File: src/pkg/i2css_cfg.svh
/*
 register offsets, control bit positions, status codes and timing counts
 of the slave state engine; included by bare name, no code of its own
*/
`ifndef I2CSS_CFG_SVH
`define I2CSS_CFG_SVH

`define I2CSS_OFS_CONTROL 8'h00
`define I2CSS_OFS_STATUS 8'h04
`define I2CSS_OFS_DATA 8'h08
`define I2CSS_OFS_OWNADR 8'h0C
`define I2CSS_OFS_IRQ_STAT 8'h10
`define I2CSS_OFS_IRQ_MASK 8'h14

`define I2CSS_CTL_AA 2
`define I2CSS_CTL_SI 3
`define I2CSS_CTL_STO 4
`define I2CSS_CTL_STA 5

`define I2CSS_IRQ_SI 0
`define I2CSS_IRQ_ARB 1

`define I2CSS_RST_OWNADR 8'h00
`define I2CSS_RST_MASK 2'h0

`define I2CSS_ST_IDLE 8'hF8
`define I2CSS_ST_MSTART 8'h08
`define I2CSS_ST_MW_ACK 8'h18
`define I2CSS_ST_MW_NACK 8'h20
`define I2CSS_ST_ARB 8'h38
`define I2CSS_ST_MR_ACK 8'h40
`define I2CSS_ST_MR_NACK 8'h48
`define I2CSS_ST_SW 8'h60
`define I2CSS_ST_SW_ARB 8'h68
`define I2CSS_ST_GC 8'h70
`define I2CSS_ST_GC_ARB 8'h78
`define I2CSS_ST_RX_ACK 8'h80
`define I2CSS_ST_RX_NACK 8'h88
`define I2CSS_ST_GRX_ACK 8'h90
`define I2CSS_ST_GRX_NACK 8'h98
`define I2CSS_ST_STOP 8'hA0
`define I2CSS_ST_SR 8'hA8
`define I2CSS_ST_SR_ARB 8'hB0
`define I2CSS_ST_TX_ACK 8'hB8
`define I2CSS_ST_TX_NACK 8'hC0
`define I2CSS_ST_TX_LAST 8'hC8

`define I2CSS_CLK_MHZ 25
`define I2CSS_HALF_NS 5000
`define I2CSS_HALF_CYC ((`I2CSS_HALF_NS * `I2CSS_CLK_MHZ + 999) / 1000)

`endif

File: src/pkg/i2css_pkg.sv
/*
 types of the slave state engine: line pair and engine states
 assumes the cfg header carries all numbers
*/
package i2css_pkg;

	typedef struct packed {
		logic scl;
		logic sda;
	} i2css_line_type;

	typedef enum logic [3:0] {
		ST_IDLE = 4'b0000,
		ST_ADDR = 4'b0001,
		ST_AACK = 4'b0010,
		ST_RX = 4'b0011,
		ST_RACK = 4'b0100,
		ST_TX = 4'b0101,
		ST_TACK = 4'b0110,
		ST_HOLD = 4'b0111,
		ST_WFREE = 4'b1000,
		ST_MSTART = 4'b1001,
		ST_MBIT = 4'b1010,
		ST_MSTOP = 4'b1011
	} i2css_state_type;

endpackage

File: src/i2css_top.sv
/*
 i2c slave state engine with apb registers: slave receive and transmit end states,
 start after lost arbitration, start request after end states
 assumes open-drain lines resolved outside; pclk far above the bus bit rate
*/
`timescale 1ns/1ps
`default_nettype none
`include "i2css_cfg.svh"

module i2css_top #(
	parameter int HALF_CYC = `I2CSS_HALF_CYC
) (
	input wire logic pclk,
	input wire logic presetn,
	input wire logic psel,
	input wire logic penable,
	input wire logic pwrite,
	input wire logic [7:0] paddr,
	input wire logic [31:0] pwdata,
	output logic [31:0] prdata,
	output logic pready,
	output logic pslverr,
	output logic irq,
	input wire i2css_pkg::i2css_line_type line_in,
	output i2css_pkg::i2css_line_type line_out,
	output i2css_pkg::i2css_line_type line_oe
);

	// the half-period timer is eight bits wide
	if (HALF_CYC < 1 || HALF_CYC > 255) begin : g_half_check
		$error("HALF_CYC out of range");
	end

	i2css_pkg::i2css_line_type line_s;
	i2css_pkg::i2css_line_type line_q;
	i2css_pkg::i2css_state_type state;
	logic [3:0] cnt;
	logic [7:0] shreg;
	logic [7:0] shift_data_reg;
	logic [7:0] own_address_reg;
	logic [7:0] code_reg;
	logic [7:0] timer;
	logic ack_enable_flag;
	logic start_request_flag;
	logic stop_request_flag;
	logic si_flag;
	logic si_set;
	logic arb_set;
	logic start_clr;
	logic stop_clr;
	logic ack_this;
	logic is_gc;
	logic last_byte;
	logic arb_lost;
	logic ack_bit;
	logic mrw;
	logic phase;
	logic stretch;
	logic bus_busy;
	logic drive_sda;
	logic drive_scl;
	logic [1:0] irq_status;
	logic [1:0] irq_mask;

	i2css_sync u_sync (
		.pclk(pclk),
		.presetn(presetn),
		.line_in(line_in),
		.line_out(line_s)
	);

	// line events
	wire scl_rise = line_s.scl & ~line_q.scl;
	wire scl_fall = ~line_s.scl & line_q.scl;
	wire start_det = line_s.scl & line_q.scl & line_q.sda & ~line_s.sda;
	wire stop_det = line_s.scl & line_q.scl & ~line_q.sda & line_s.sda;
	wire half_done = (timer == 8'(HALF_CYC - 1));

	// address decode
	wire own_hit = ack_enable_flag & (shreg[7:1] == own_address_reg[7:1]);
	wire gc_hit = ack_enable_flag & own_address_reg[0] & (shreg[7:1] == 7'h00);
	wire hold_exit = (state == i2css_pkg::ST_HOLD) & ~si_flag & ~si_set;
	wire end_code = (code_reg == `I2CSS_ST_RX_NACK) | (code_reg == `I2CSS_ST_GRX_NACK) |
		(code_reg == `I2CSS_ST_STOP) | (code_reg == `I2CSS_ST_TX_NACK) |
		(code_reg == `I2CSS_ST_TX_LAST) | (code_reg == `I2CSS_ST_ARB);
	wire mst_code = (code_reg == `I2CSS_ST_MW_ACK) | (code_reg == `I2CSS_ST_MW_NACK) |
		(code_reg == `I2CSS_ST_MR_ACK) | (code_reg == `I2CSS_ST_MR_NACK);
	wire tx_code = (code_reg == `I2CSS_ST_SR) | (code_reg == `I2CSS_ST_SR_ARB) |
		(code_reg == `I2CSS_ST_TX_ACK);
	wire addressed = (state == i2css_pkg::ST_AACK) | (state == i2css_pkg::ST_RX) |
		(state == i2css_pkg::ST_RACK) | (state == i2css_pkg::ST_TX) |
		(state == i2css_pkg::ST_TACK);

	// apb decode
	wire setup = psel & ~penable;
	wire access = psel & penable & pready;
	wire sel_ctl = (paddr == `I2CSS_OFS_CONTROL);
	wire sel_stat = (paddr == `I2CSS_OFS_STATUS);
	wire sel_data = (paddr == `I2CSS_OFS_DATA);
	wire sel_adr = (paddr == `I2CSS_OFS_OWNADR);
	wire sel_ist = (paddr == `I2CSS_OFS_IRQ_STAT);
	wire sel_imk = (paddr == `I2CSS_OFS_IRQ_MASK);
	wire hit = sel_ctl | sel_stat | sel_data | sel_adr | sel_ist | sel_imk;
	wire wr_ctl = access & pwrite & sel_ctl;
	wire wr_data = access & pwrite & sel_data;
	wire [7:0] status_view = si_flag ? code_reg : `I2CSS_ST_IDLE;
	wire [31:0] ctl_word = {26'h000_0000, start_request_flag, stop_request_flag, si_flag,
		ack_enable_flag, 2'h0};
	wire [31:0] rd_data = sel_ctl ? ctl_word :
		sel_stat ? {24'h00_0000, status_view} :
		sel_data ? {24'h00_0000, shift_data_reg} :
		sel_adr ? {24'h00_0000, own_address_reg} :
		sel_ist ? {30'h0000_0000, irq_status} :
		sel_imk ? {30'h0000_0000, irq_mask} : 32'h0000_0000;

	always_ff @(posedge pclk or negedge presetn) begin
		if (!presetn) begin
			pready <= 1'b0;
			prdata <= 32'h0000_0000;
			pslverr <= 1'b0;
		end else begin
			pready <= setup;
			prdata <= setup ? rd_data : 32'h0000_0000;
			pslverr <= setup & ~hit;
		end
	end

	always_ff @(posedge pclk or negedge presetn) begin
		if (!presetn) begin
			ack_enable_flag <= 1'b0;
			start_request_flag <= 1'b0;
			stop_request_flag <= 1'b0;
			si_flag <= 1'b0;
			own_address_reg <= `I2CSS_RST_OWNADR;
			irq_mask <= `I2CSS_RST_MASK;
			irq_status <= 2'h0;
			irq <= 1'b0;
		end else begin
			if (wr_ctl) begin
				ack_enable_flag <= pwdata[`I2CSS_CTL_AA];
			end
			if (start_clr) begin
				start_request_flag <= 1'b0;
			end else if (wr_ctl) begin
				start_request_flag <= pwdata[`I2CSS_CTL_STA];
			end
			if (stop_clr) begin
				stop_request_flag <= 1'b0;
			end else if (wr_ctl) begin
				stop_request_flag <= pwdata[`I2CSS_CTL_STO];
			end
			// set wins over the one-to-clear write
			si_flag <= si_set | (si_flag & ~(wr_ctl & pwdata[`I2CSS_CTL_SI]));
			if (access & pwrite & sel_adr) begin
				own_address_reg <= pwdata[7:0];
			end
			if (access & pwrite & sel_imk) begin
				irq_mask <= pwdata[1:0];
			end
			irq_status[`I2CSS_IRQ_SI] <= si_set | (irq_status[`I2CSS_IRQ_SI] &
				~(access & pwrite & sel_ist & pwdata[`I2CSS_IRQ_SI]));
			irq_status[`I2CSS_IRQ_ARB] <= arb_set | (irq_status[`I2CSS_IRQ_ARB] &
				~(access & pwrite & sel_ist & pwdata[`I2CSS_IRQ_ARB]));
			irq <= |(irq_status & irq_mask);
		end
	end

	// bus busy between start and stop; output pins
	always_ff @(posedge pclk or negedge presetn) begin
		if (!presetn) begin
			line_q <= 2'h3;
			bus_busy <= 1'b0;
			line_out <= 2'h0;
			line_oe <= 2'h0;
		end else begin
			line_q <= line_s;
			bus_busy <= start_det | (bus_busy & ~stop_det);
			line_out <= 2'h0;
			line_oe <= {drive_scl, drive_sda};
		end
	end

	always_ff @(posedge pclk or negedge presetn) begin
		if (!presetn) begin
			state <= i2css_pkg::ST_IDLE;
			cnt <= 4'h0;
			shreg <= 8'h00;
			shift_data_reg <= 8'h00;
			code_reg <= `I2CSS_ST_IDLE;
			timer <= 8'h00;
			si_set <= 1'b0;
			arb_set <= 1'b0;
			start_clr <= 1'b0;
			stop_clr <= 1'b0;
			ack_this <= 1'b0;
			is_gc <= 1'b0;
			last_byte <= 1'b0;
			arb_lost <= 1'b0;
			ack_bit <= 1'b0;
			mrw <= 1'b0;
			phase <= 1'b0;
			stretch <= 1'b0;
			drive_sda <= 1'b0;
			drive_scl <= 1'b0;
		end else begin
			si_set <= 1'b0;
			arb_set <= 1'b0;
			start_clr <= 1'b0;
			stop_clr <= 1'b0;
			timer <= half_done ? 8'h00 : timer + 8'h01;
			if (wr_data) begin
				shift_data_reg <= pwdata[7:0];
			end
			if (addressed & (stop_det | start_det)) begin
				code_reg <= `I2CSS_ST_STOP;
				si_set <= 1'b1;
				stretch <= 1'b0;
				drive_sda <= 1'b0;
				drive_scl <= 1'b0;
				state <= i2css_pkg::ST_HOLD;
			end else begin
				unique case (state)
				i2css_pkg::ST_IDLE: begin
					drive_sda <= 1'b0;
					drive_scl <= 1'b0;
					arb_lost <= 1'b0;
					cnt <= 4'h0;
					if (start_det) begin
						state <= i2css_pkg::ST_ADDR;
					end
				end
				i2css_pkg::ST_ADDR: begin
					if (stop_det) begin
						state <= i2css_pkg::ST_IDLE;
					end else if (start_det) begin
						cnt <= 4'h0;
					end else if (cnt == 4'h8) begin
						cnt <= 4'h0;
						is_gc <= gc_hit & ~own_hit;
						if (own_hit & shreg[0]) begin
							code_reg <= arb_lost ? `I2CSS_ST_SR_ARB : `I2CSS_ST_SR;
							state <= i2css_pkg::ST_AACK;
						end else if (own_hit) begin
							code_reg <= arb_lost ? `I2CSS_ST_SW_ARB : `I2CSS_ST_SW;
							state <= i2css_pkg::ST_AACK;
						end else if (gc_hit) begin
							code_reg <= arb_lost ? `I2CSS_ST_GC_ARB : `I2CSS_ST_GC;
							state <= i2css_pkg::ST_AACK;
						end else if (arb_lost) begin
							code_reg <= `I2CSS_ST_ARB;
							si_set <= 1'b1;
							stretch <= 1'b0;
							state <= i2css_pkg::ST_HOLD;
						end else begin
							state <= i2css_pkg::ST_IDLE;
						end
					end else if (scl_rise) begin
						shreg <= {shreg[6:0], line_s.sda};
						cnt <= cnt + 4'h1;
					end
				end
				i2css_pkg::ST_AACK: begin
					if (scl_fall & (cnt == 4'h0)) begin
						drive_sda <= 1'b1;
						cnt <= 4'h1;
					end else if (scl_fall) begin
						drive_sda <= 1'b0;
						drive_scl <= 1'b1;
						stretch <= 1'b1;
						si_set <= 1'b1;
						state <= i2css_pkg::ST_HOLD;
					end
				end
				i2css_pkg::ST_RX: begin
					if (scl_rise) begin
						shreg <= {shreg[6:0], line_s.sda};
						cnt <= cnt + 4'h1;
					end else if (scl_fall & (cnt == 4'h8)) begin
						drive_sda <= ack_this;
						state <= i2css_pkg::ST_RACK;
					end
				end
				i2css_pkg::ST_RACK: begin
					if (scl_fall) begin
						drive_sda <= 1'b0;
						drive_scl <= 1'b1;
						stretch <= 1'b1;
						shift_data_reg <= shreg;
						si_set <= 1'b1;
						if (is_gc) begin
							code_reg <= ack_this ? `I2CSS_ST_GRX_ACK : `I2CSS_ST_GRX_NACK;
						end else begin
							code_reg <= ack_this ? `I2CSS_ST_RX_ACK : `I2CSS_ST_RX_NACK;
						end
						state <= i2css_pkg::ST_HOLD;
					end
				end
				i2css_pkg::ST_TX: begin
					if (scl_fall & (cnt == 4'h7)) begin
						drive_sda <= 1'b0;
						state <= i2css_pkg::ST_TACK;
					end else if (scl_fall) begin
						shreg <= {shreg[6:0], 1'b0};
						drive_sda <= ~shreg[6];
						cnt <= cnt + 4'h1;
					end
				end
				i2css_pkg::ST_TACK: begin
					if (scl_rise) begin
						ack_bit <= ~line_s.sda;
					end else if (scl_fall) begin
						if (!ack_bit) begin
							code_reg <= `I2CSS_ST_TX_NACK;
						end else begin
							code_reg <= last_byte ? `I2CSS_ST_TX_LAST : `I2CSS_ST_TX_ACK;
						end
						drive_scl <= 1'b1;
						stretch <= 1'b1;
						si_set <= 1'b1;
						state <= i2css_pkg::ST_HOLD;
					end
				end
				i2css_pkg::ST_HOLD: begin
					drive_scl <= stretch;
					if (hold_exit) begin
						cnt <= 4'h0;
						timer <= 8'h00;
						phase <= 1'b0;
						stretch <= 1'b0;
						if (stop_request_flag & ~mst_code) begin
							stop_clr <= 1'b1;
							drive_scl <= 1'b0;
							drive_sda <= 1'b0;
							state <= i2css_pkg::ST_IDLE;
						end else if (end_code) begin
							drive_scl <= 1'b0;
							drive_sda <= 1'b0;
							state <= start_request_flag ? i2css_pkg::ST_WFREE :
								i2css_pkg::ST_IDLE;
						end else if (code_reg == `I2CSS_ST_MSTART) begin
							shreg <= shift_data_reg;
							mrw <= shift_data_reg[0];
							state <= i2css_pkg::ST_MBIT;
						end else if (mst_code) begin
							stop_clr <= stop_request_flag;
							drive_sda <= stop_request_flag;
							drive_scl <= stop_request_flag;
							state <= stop_request_flag ? i2css_pkg::ST_MSTOP : i2css_pkg::ST_IDLE;
						end else if (tx_code) begin
							shreg <= shift_data_reg;
							drive_sda <= ~shift_data_reg[7];
							last_byte <= ~ack_enable_flag;
							drive_scl <= 1'b0;
							state <= i2css_pkg::ST_TX;
						end else begin
							ack_this <= ack_enable_flag;
							drive_scl <= 1'b0;
							state <= i2css_pkg::ST_RX;
						end
					end
				end
				i2css_pkg::ST_WFREE: begin
					if (bus_busy) begin
						timer <= 8'h00;
					end else if (half_done) begin
						drive_sda <= 1'b1;
						state <= i2css_pkg::ST_MSTART;
					end
				end
				i2css_pkg::ST_MSTART: begin
					if (half_done) begin
						drive_scl <= 1'b1;
						stretch <= 1'b1;
						start_clr <= 1'b1;
						code_reg <= `I2CSS_ST_MSTART;
						si_set <= 1'b1;
						state <= i2css_pkg::ST_HOLD;
					end
				end
				i2css_pkg::ST_MBIT: begin
					if (!phase) begin
						drive_sda <= (cnt == 4'h8) ? 1'b0 : ~shreg[7];
						if (half_done) begin
							drive_scl <= 1'b0;
							phase <= 1'b1;
						end
					end else if (!line_s.scl) begin
						timer <= 8'h00;
					end else if (half_done) begin
						phase <= 1'b0;
						if ((cnt != 4'h8) & ~drive_sda & ~line_s.sda) begin
							drive_sda <= 1'b0;
							arb_lost <= 1'b1;
							arb_set <= 1'b1;
							// keep the bus bits so the slave decode sees the whole address
							shreg <= {shreg[6:0], line_s.sda};
							cnt <= cnt + 4'h1;
							state <= i2css_pkg::ST_ADDR;
						end else if (cnt == 4'h8) begin
							drive_scl <= 1'b1;
							stretch <= 1'b1;
							si_set <= 1'b1;
							if (mrw) begin
								code_reg <= ~line_s.sda ? `I2CSS_ST_MR_ACK : `I2CSS_ST_MR_NACK;
							end else begin
								code_reg <= ~line_s.sda ? `I2CSS_ST_MW_ACK : `I2CSS_ST_MW_NACK;
							end
							state <= i2css_pkg::ST_HOLD;
						end else begin
							drive_scl <= 1'b1;
							shreg <= {shreg[6:0], line_s.sda};
							cnt <= cnt + 4'h1;
						end
					end
				end
				i2css_pkg::ST_MSTOP: begin
					if (!phase) begin
						if (half_done) begin
							drive_scl <= 1'b0;
							phase <= 1'b1;
						end
					end else if (!line_s.scl) begin
						timer <= 8'h00;
					end else if (half_done) begin
						drive_sda <= 1'b0;
						state <= i2css_pkg::ST_IDLE;
					end
				end
				default: begin
					state <= i2css_pkg::ST_IDLE;
				end
				endcase
			end
		end
	end

endmodule

`default_nettype wire

File: src/i2css_sync.sv
/*
 three flip-flop synchroniser for the bus lines
 assumes asynchronous inputs; a change is taken once stages two and three agree
*/
`timescale 1ns/1ps
`default_nettype none

module i2css_sync (
	input wire logic pclk,
	input wire logic presetn,
	input wire i2css_pkg::i2css_line_type line_in,
	output var i2css_pkg::i2css_line_type line_out
);

	i2css_pkg::i2css_line_type s1;
	i2css_pkg::i2css_line_type s2;
	i2css_pkg::i2css_line_type s3;

	always_ff @(posedge pclk or negedge presetn) begin
		if (!presetn) begin
			s1 <= 2'h3;
			s2 <= 2'h3;
			s3 <= 2'h3;
			line_out <= 2'h3;
		end else begin
			s1 <= line_in;
			s2 <= s1;
			s3 <= s2;
			if (s2 == s3) begin
				line_out <= s3;
			end
		end
	end

endmodule

`default_nettype wire

File: config.mk
export PLATFORM = sky130hd
export DESIGN_NAME = i2css_top
export DESIGN_NICKNAME = d
export VERILOG_FILES = /design/src/pkg/i2css_pkg.sv /design/src/i2css_top.sv /design/src/i2css_sync.sv
export VERILOG_INCLUDE_DIRS = /design/src /design/src/pkg
export SDC_FILE = /design/constraint.sdc
export NUM_CORES = 1
export LEC_CHECK = 0
export BUFFER_PORTS_ARGS = -buffer_cell sky130_fd_sc_hd__buf_4
export CORE_MARGIN = 4
export CORE_UTILIZATION = 62
export CTS_CLUSTER_DIAMETER = 60
export DETAILED_ROUTE_END_ITERATION = 8
export MAX_ROUTING_LAYER = met4
export PLACE_DENSITY = 0.81
export SLEW_MARGIN = 25
export SYNTH_ARGS = -nofsm -noshare
export SYNTH_HDL_FRONTEND = slang
export SYNTH_SLANG_ARGS = --single-unit
File: constraint.sdc
create_clock -name pclk -period 4.2 [get_ports pclk]
set_clock_uncertainty 0.1 [all_clocks]
set_input_delay 0.42 -clock pclk [delete_from_list [all_inputs] [get_ports pclk]]
set_output_delay 0.42 -clock pclk [all_outputs]
set_load 0.01 [all_outputs]
After elaboration in Yosys (flattened, before gate mapping). Cells that the tools add are included.

Register bits: 94. Input port bits: 47. Output and inout port bits: 39. Logic and storage cells: 474.

Add/sub/neg operators: 2. Eq/ne operators: 91. Mux-type cells: 219. Bitwise logic cells: 88. Reduce and logical (&&, ||, !) cells: 30.

Operators with widths (number): 2-to-1 mux 8 bit (50); 2-to-1 mux 4 bit (47); 2-to-1 mux 1 bit (98); one-hot mux 8 bit (5 select lines) (2); equality test 8 bit (second input constant) (8); != test 3 bit (second input constant) (20); one-hot mux 4 bit (12 select lines) (1); AND 1 bit (38); != test 4 bit (second input constant) (7); one-hot mux 4 bit (7 select lines) (1); != test 3 x 2 -> 1 bit (second input constant) (9); NOT 1 bit (25); equality test 8 x 4 -> 1 bit (second input constant) (3); equality test 8 x 5 -> 1 bit (second input constant) (3); equality test 8 x 7 -> 1 bit (second input constant) (3); bitwise OR 1 bit (24); one-hot mux 8 bit (3 select lines) (1); AND reduction 8 bit (3); != test 2 bit (second input constant) (11); 2-to-1 mux 7 bit (3); equality test 4 x 3 -> 1 bit (second input constant) (5); equality test 4 bit (second input constant) (5); AND reduction 19 bit (1); AND reduction 17 bit (1); other kinds (45) (61).

Depth between registers and ports, before layout.
Depth in word-level cells: 11. Gate-level depth with buffers: 9. Depth with buffers taken out: 8.

Modules after synthesis. From an unflattened synthesis, not the netlist that was laid out.

Cell total of the unflattened synthesis: 669. Area, all modules: 6027.0 um2.

Modules (own cells, without submodules): i2css_top (times used 1, cells each 653, area each 5766.8 um2); i2css_sync (times used 1, cells each 16, area each 260.2 um2).

Least setup slack after synthesis. OpenSTA, ideal clock, no wires.

Path type: register to register. Start: register shreg[2]. End: register code_reg[4]. Library setup time: 0.082 ns. Arrival time: 2.475 ns. Data required time: 4.018 ns. Slack: 1.543 ns. Stages on the path, launching flop included: 7. Buffers on the path: 0. Cells stage by stage: dfrtp_1 -> or4_1 -> or4_4 -> a21boi_4 -> a211o_1 -> nor3_4 -> mux2_2.

Longest elaborated chain between the ends: 10. Elaborated cells on any way between the ends: 15.

Ends and longest elaborated chain: start, declared (line i2css_top.sv:38) `logic [7:0] shreg;`; start signal, assigned (line i2css_top.sv:258) `shreg <= {shreg[6:0], line_s.sda};`; start signal, assigned (line i2css_top.sv:276) `shreg <= {shreg[6:0], line_s.sda};`; start signal, assigned (line i2css_top.sv:303) `shreg <= {shreg[6:0], 1'b0};`; zero test 7 bit (line i2css_top.sv:81) `wire gc_hit = ack_enable_flag & own_address_reg[0] & (shreg[7:1] == 7'h00);`; AND 1 bit (line i2css_top.sv:81); 2-to-1 mux 8 bit (line i2css_top.sv:246) `end else if (gc_hit) begin`; 2-to-1 mux 8 bit (line i2css_top.sv:243) `end else if (own_hit) begin`; 2-to-1 mux 8 bit (line i2css_top.sv:240) `if (own_hit & shreg[0]) begin`; 2-to-1 mux 8 bit (line i2css_top.sv:237) `end else if (cnt == 4'h8) begin`; 2-to-1 mux 8 bit (line i2css_top.sv:235) `end else if (start_det) begin`; 2-to-1 mux 8 bit (line i2css_top.sv:233) `if (stop_det) begin`; one-hot mux 8 bit (5 select lines) (line i2css_top.sv:222) `unique case (state)`; 2-to-1 mux 8 bit (line i2css_top.sv:214) `if (addressed & (stop_det | start_det)) begin`; end signal, assigned (line i2css_top.sv:215) `` code_reg <= `I2CSS_ST_STOP; ``; end signal, assigned (line i2css_top.sv:241) `` code_reg <= arb_lost ? `I2CSS_ST_SR_ARB : `I2CSS_ST_SR; ``; end signal, assigned (line i2css_top.sv:244) `` code_reg <= arb_lost ? `I2CSS_ST_SW_ARB : `I2CSS_ST_SW; ``; end, declared (line i2css_top.sv:41) `logic [7:0] code_reg;`.

Several ways; a longest one is shown, not always the timed one. The select of a mux whose other input is x is not followed. A chain may end at the register's enable or synchronous reset.

Worst setup path in the final report.
Start: register state[3]. End: register shreg[1].

Longest elaborated chain between the ends: 8. Elaborated cells on any way between the ends: 33.

Ends and longest elaborated chain: start, declared (line i2css_top.sv:36) `i2css_pkg::i2css_state_type state;`; start signal, assigned (line i2css_top.sv:185) `state <= i2css_pkg::ST_IDLE;`; start signal, assigned (line i2css_top.sv:220) `state <= i2css_pkg::ST_HOLD;`; start signal, assigned (line i2css_top.sv:229) `state <= i2css_pkg::ST_ADDR;`; equality test 4 x 2 -> 1 bit, on equally long branches (line i2css_top.sv:90, i2css_top.sv:222); bitwise OR 1 bit (2 in a row) (line i2css_top.sv:90) `wire addressed = (state == i2css_pkg::ST_AACK) | (state == i2css_pkg::ST_RX) |`; bitwise OR 1 bit (2 in a row) (line i2css_top.sv:91) `(state == i2css_pkg::ST_RACK) | (state == i2css_pkg::ST_TX) |`; AND 1 bit (line i2css_top.sv:214); NOT 1 bit (no line); AND reduction 16 bit (no line).

Several ways; a longest one is shown, not always the timed one.

==> qor.txt <==
post-synthesis cell count -> 678
ys flop type -> dfrtp_1
Fmax achieved -> 311 MHz
RD Place Congestion -> 1.02
EDFF count, synth -> 0
CTS tree -> yes
Chip Width -> 108 µm
worst-margin pin slew -> 931 ps
# IOs -> 86
CP arrival -> 3380 ps
cell taking the most area after synthesis -> dfrtp_1
Post-CTS Setup Bufs -> 0
Layout Cells excl Fill -> 832
Post-route DRC -> 0
Leak -> 2.99 nW
post_cts resized -> 0
global route overflow -> 0
Vias/cell -> 6.62
Crit path required time -> 4370 ps
pin count of the biggest net entering global routing -> 61
# setup viols final -> 0
crit share post-route -> 76.6%
P per Cell Area -> 519 mW/mm²
reg-to-reg critical path startpoint -> state[3]$_DFFE_PN0P_
failing checks -> hold timing
reg2reg path depth -> 4
via count -> 5511
Sinks on Clock Net -> 91
Synth Cell Area -> 0.00621 mm²
Fin. Hold Viols -> 6
antenna violations before repair -> 1
area of the multi-input gates -> 0.00349 mm²
Fill cells -> 799
Crit Path Class -> reg -> reg
sequential area share after synthesis -> 37.0%
port bufs -> 35
drt wl/cell -> 21.2 µm
CTS root buffer -> clkbuf_8
ranking of synthesized cells by area -> dfrtp_1 (31%), mux2_2 (7.1%), dfstp_2 (6.4%)
Reg area -> 0.00230 mm²
share of flip-flops with an asynchronous set or reset -> 100%
final wirelength -> 17600 µm
crit path capture type -> flip-flop
Syn Area/Cell -> 9.15 µm²
GRT Resource Usage Total -> 31.7%
total die area -> 0.0117 mm²
Reg clk slew, reported paths -> 90 ps
Row Count -> 36
worst rel slew slack -> 37.9%
fraction of layout cells with a size suffix above 1 -> 20.1%
flops & latches, synth -> 91
total negative slack -> 0 ps
most frequent cell after synthesis -> dfrtp_1
HPWL after DPL -> 12900 µm
Max Buffers Root-to-Sink -> 2
Starting DRT DRC Count -> 801
crit path max fanout -> 29
Syn-to-layout area delta -> 6.61%
Design Area, Final -> 0.00662 mm²
Initial Util -> 63.5%
cts bufs inserted -> 9
PnR Total Power -> 3.43 mW
maximum vdd drop -> 0.304 mV
CORE AREA -> 0.00977 mm²
Die Ht -> 108 µm
post-synthesis cell type count -> 85
share of the synthesized area in the top cell type -> 30.6%
vias in the first global route -> 4996
top post-synthesis cells by count -> dfrtp_1 (76), nor2_1 (58), a21oi_1 (56)
worst slack at placement -> 1060 ps
Hold Slack -> -14.2 ps
Final ANT Viol Nets -> 0
Slew Viols, Final -> 0
min Tclk post-route -> 3220 ps
post-route setup slack -> 985 ps
placed cells -> 815
Startpoint Class -> flip-flop
status -> finished with violations
max-cap violation count -> 0
drt pass-1 iters -> 7
reg-to-reg endpoint -> shreg[1]$_DFFE_PN0P_
placed cell area -> 0.00638 mm²
yosys warns -> 0
Final #Nets -> 746
RSZ-0062 raised after global routing -> false
clk_lat worst skew -> 380 ps
FF-to-FF setup slack -> 980 ps
first-pass GRT wire length -> 27700 µm
htree depth -> 3
hold bufs inserted after CTS -> 0
Hold Crit Class -> in -> async
-- metal layers --
| metal | track usage [%] | vias up | part of all wire (%) |
|---|---|---|---|
| met2 | 46.4 | 297 | 45 |
| met1 | 44.4 | 2705 | 43 |
| met3 | 7.52 | 40 | 10 |
| met5 | - | - | 0 |
| li1 | - | 2469 | - |
| met4 | 8.66 | 0 | 2.2 |
-- final cells by class --
class                   instances  share of cell area (%)
well taps                     133                    2.52
inverters                      18                    1.02
diodes                          1                  0.0378
clock buffers                   9                    1.87
repair buffers                 48                    5.45
flip-flops and latches         91                    34.7
clock inverters                 7                    1.65
multi-input cells             525                    52.8
-- worst max path at each step --
stage	slack, ps	from	to
floorplan	1540	shreg[2]$_DFFE_PN0P_	code_reg[4]$_DFFE_PN1P_
global placement	1090	state[3]$_DFFE_PN0P_	shreg[4]$_DFFE_PN0P_
detailed placement	1060	state[3]$_DFFE_PN0P_	shreg[3]$_DFFE_PN0P_
CTS	1050	state[3]$_DFFE_PN0P_	state[2]$_DFFE_PN0P_
global route	760	state[3]$_DFFE_PN0P_	state[3]$_DFFE_PN0P_
finish	980	state[3]$_DFFE_PN0P_	shreg[1]$_DFFE_PN0P_
-- placed cells by master (no fill, tap or decap), types with 10 or more instances in the layout --
| master | synthesis | routed |
|---|---|---|
| buf_4 | 29 | 48 |
| mux2i_1 | 15 | 15 |
| nand2_1 | 46 | 46 |
| mux2_2 | 39 | 39 |
| nor2b_1 | 15 | 15 |
| xor2_1 | 13 | 13 |
| o21ai_0 | 33 | 33 |
| nor3_1 | 14 | 14 |
| conb_1 | 1 | 26 |
| nor2_1 | 58 | 58 |
| dfstp_2 | 15 | 15 |
| dfrtp_1 | 76 | 76 |
| nand3_1 | 23 | 23 |
| and3_1 | 10 | 10 |
| a21oi_1 | 56 | 56 |
| inv_1 | 18 | 18 |
-- kinds of logic (layout without fill, tap and decap cells) --
logic type,Yosys count,in the layout,synth area share [%]
xor+xnor,18,18,2.54
fa+ha+maj,6,6,1.21
compound gates,172,172,18.7
flops,91,91,37.0
buf+inv,87,82,8.27
simple gates,248,248,22.3
mux,55,55,9.86
other cells,1,27,0.0604
-- power breakdown --
part           switching (mW)  internal [mW]
Combinational           0.831          0.629
Clock                   0.347          0.344
Sequential              0.257           1.03
-- critical path, cell delays in order, from the launching register on --
cell	delay, ps
dfrtp_1	960
nand4bb_1	560
or3_1	550
a221oi_4	520
mux2_2	400
-- per-stage QoR --
stage / util (%) / hold WS [ps]
after global routing: 67.7 / 27.6
final: 67.7 / -14.2
after floorplan: - / 24.4
after global placement: 65.3 / 251
after CTS: 67.7 / 24.7
after detailed placement: 65.3 / 248
Note: power is estimated with default switching activity, not from simulation.
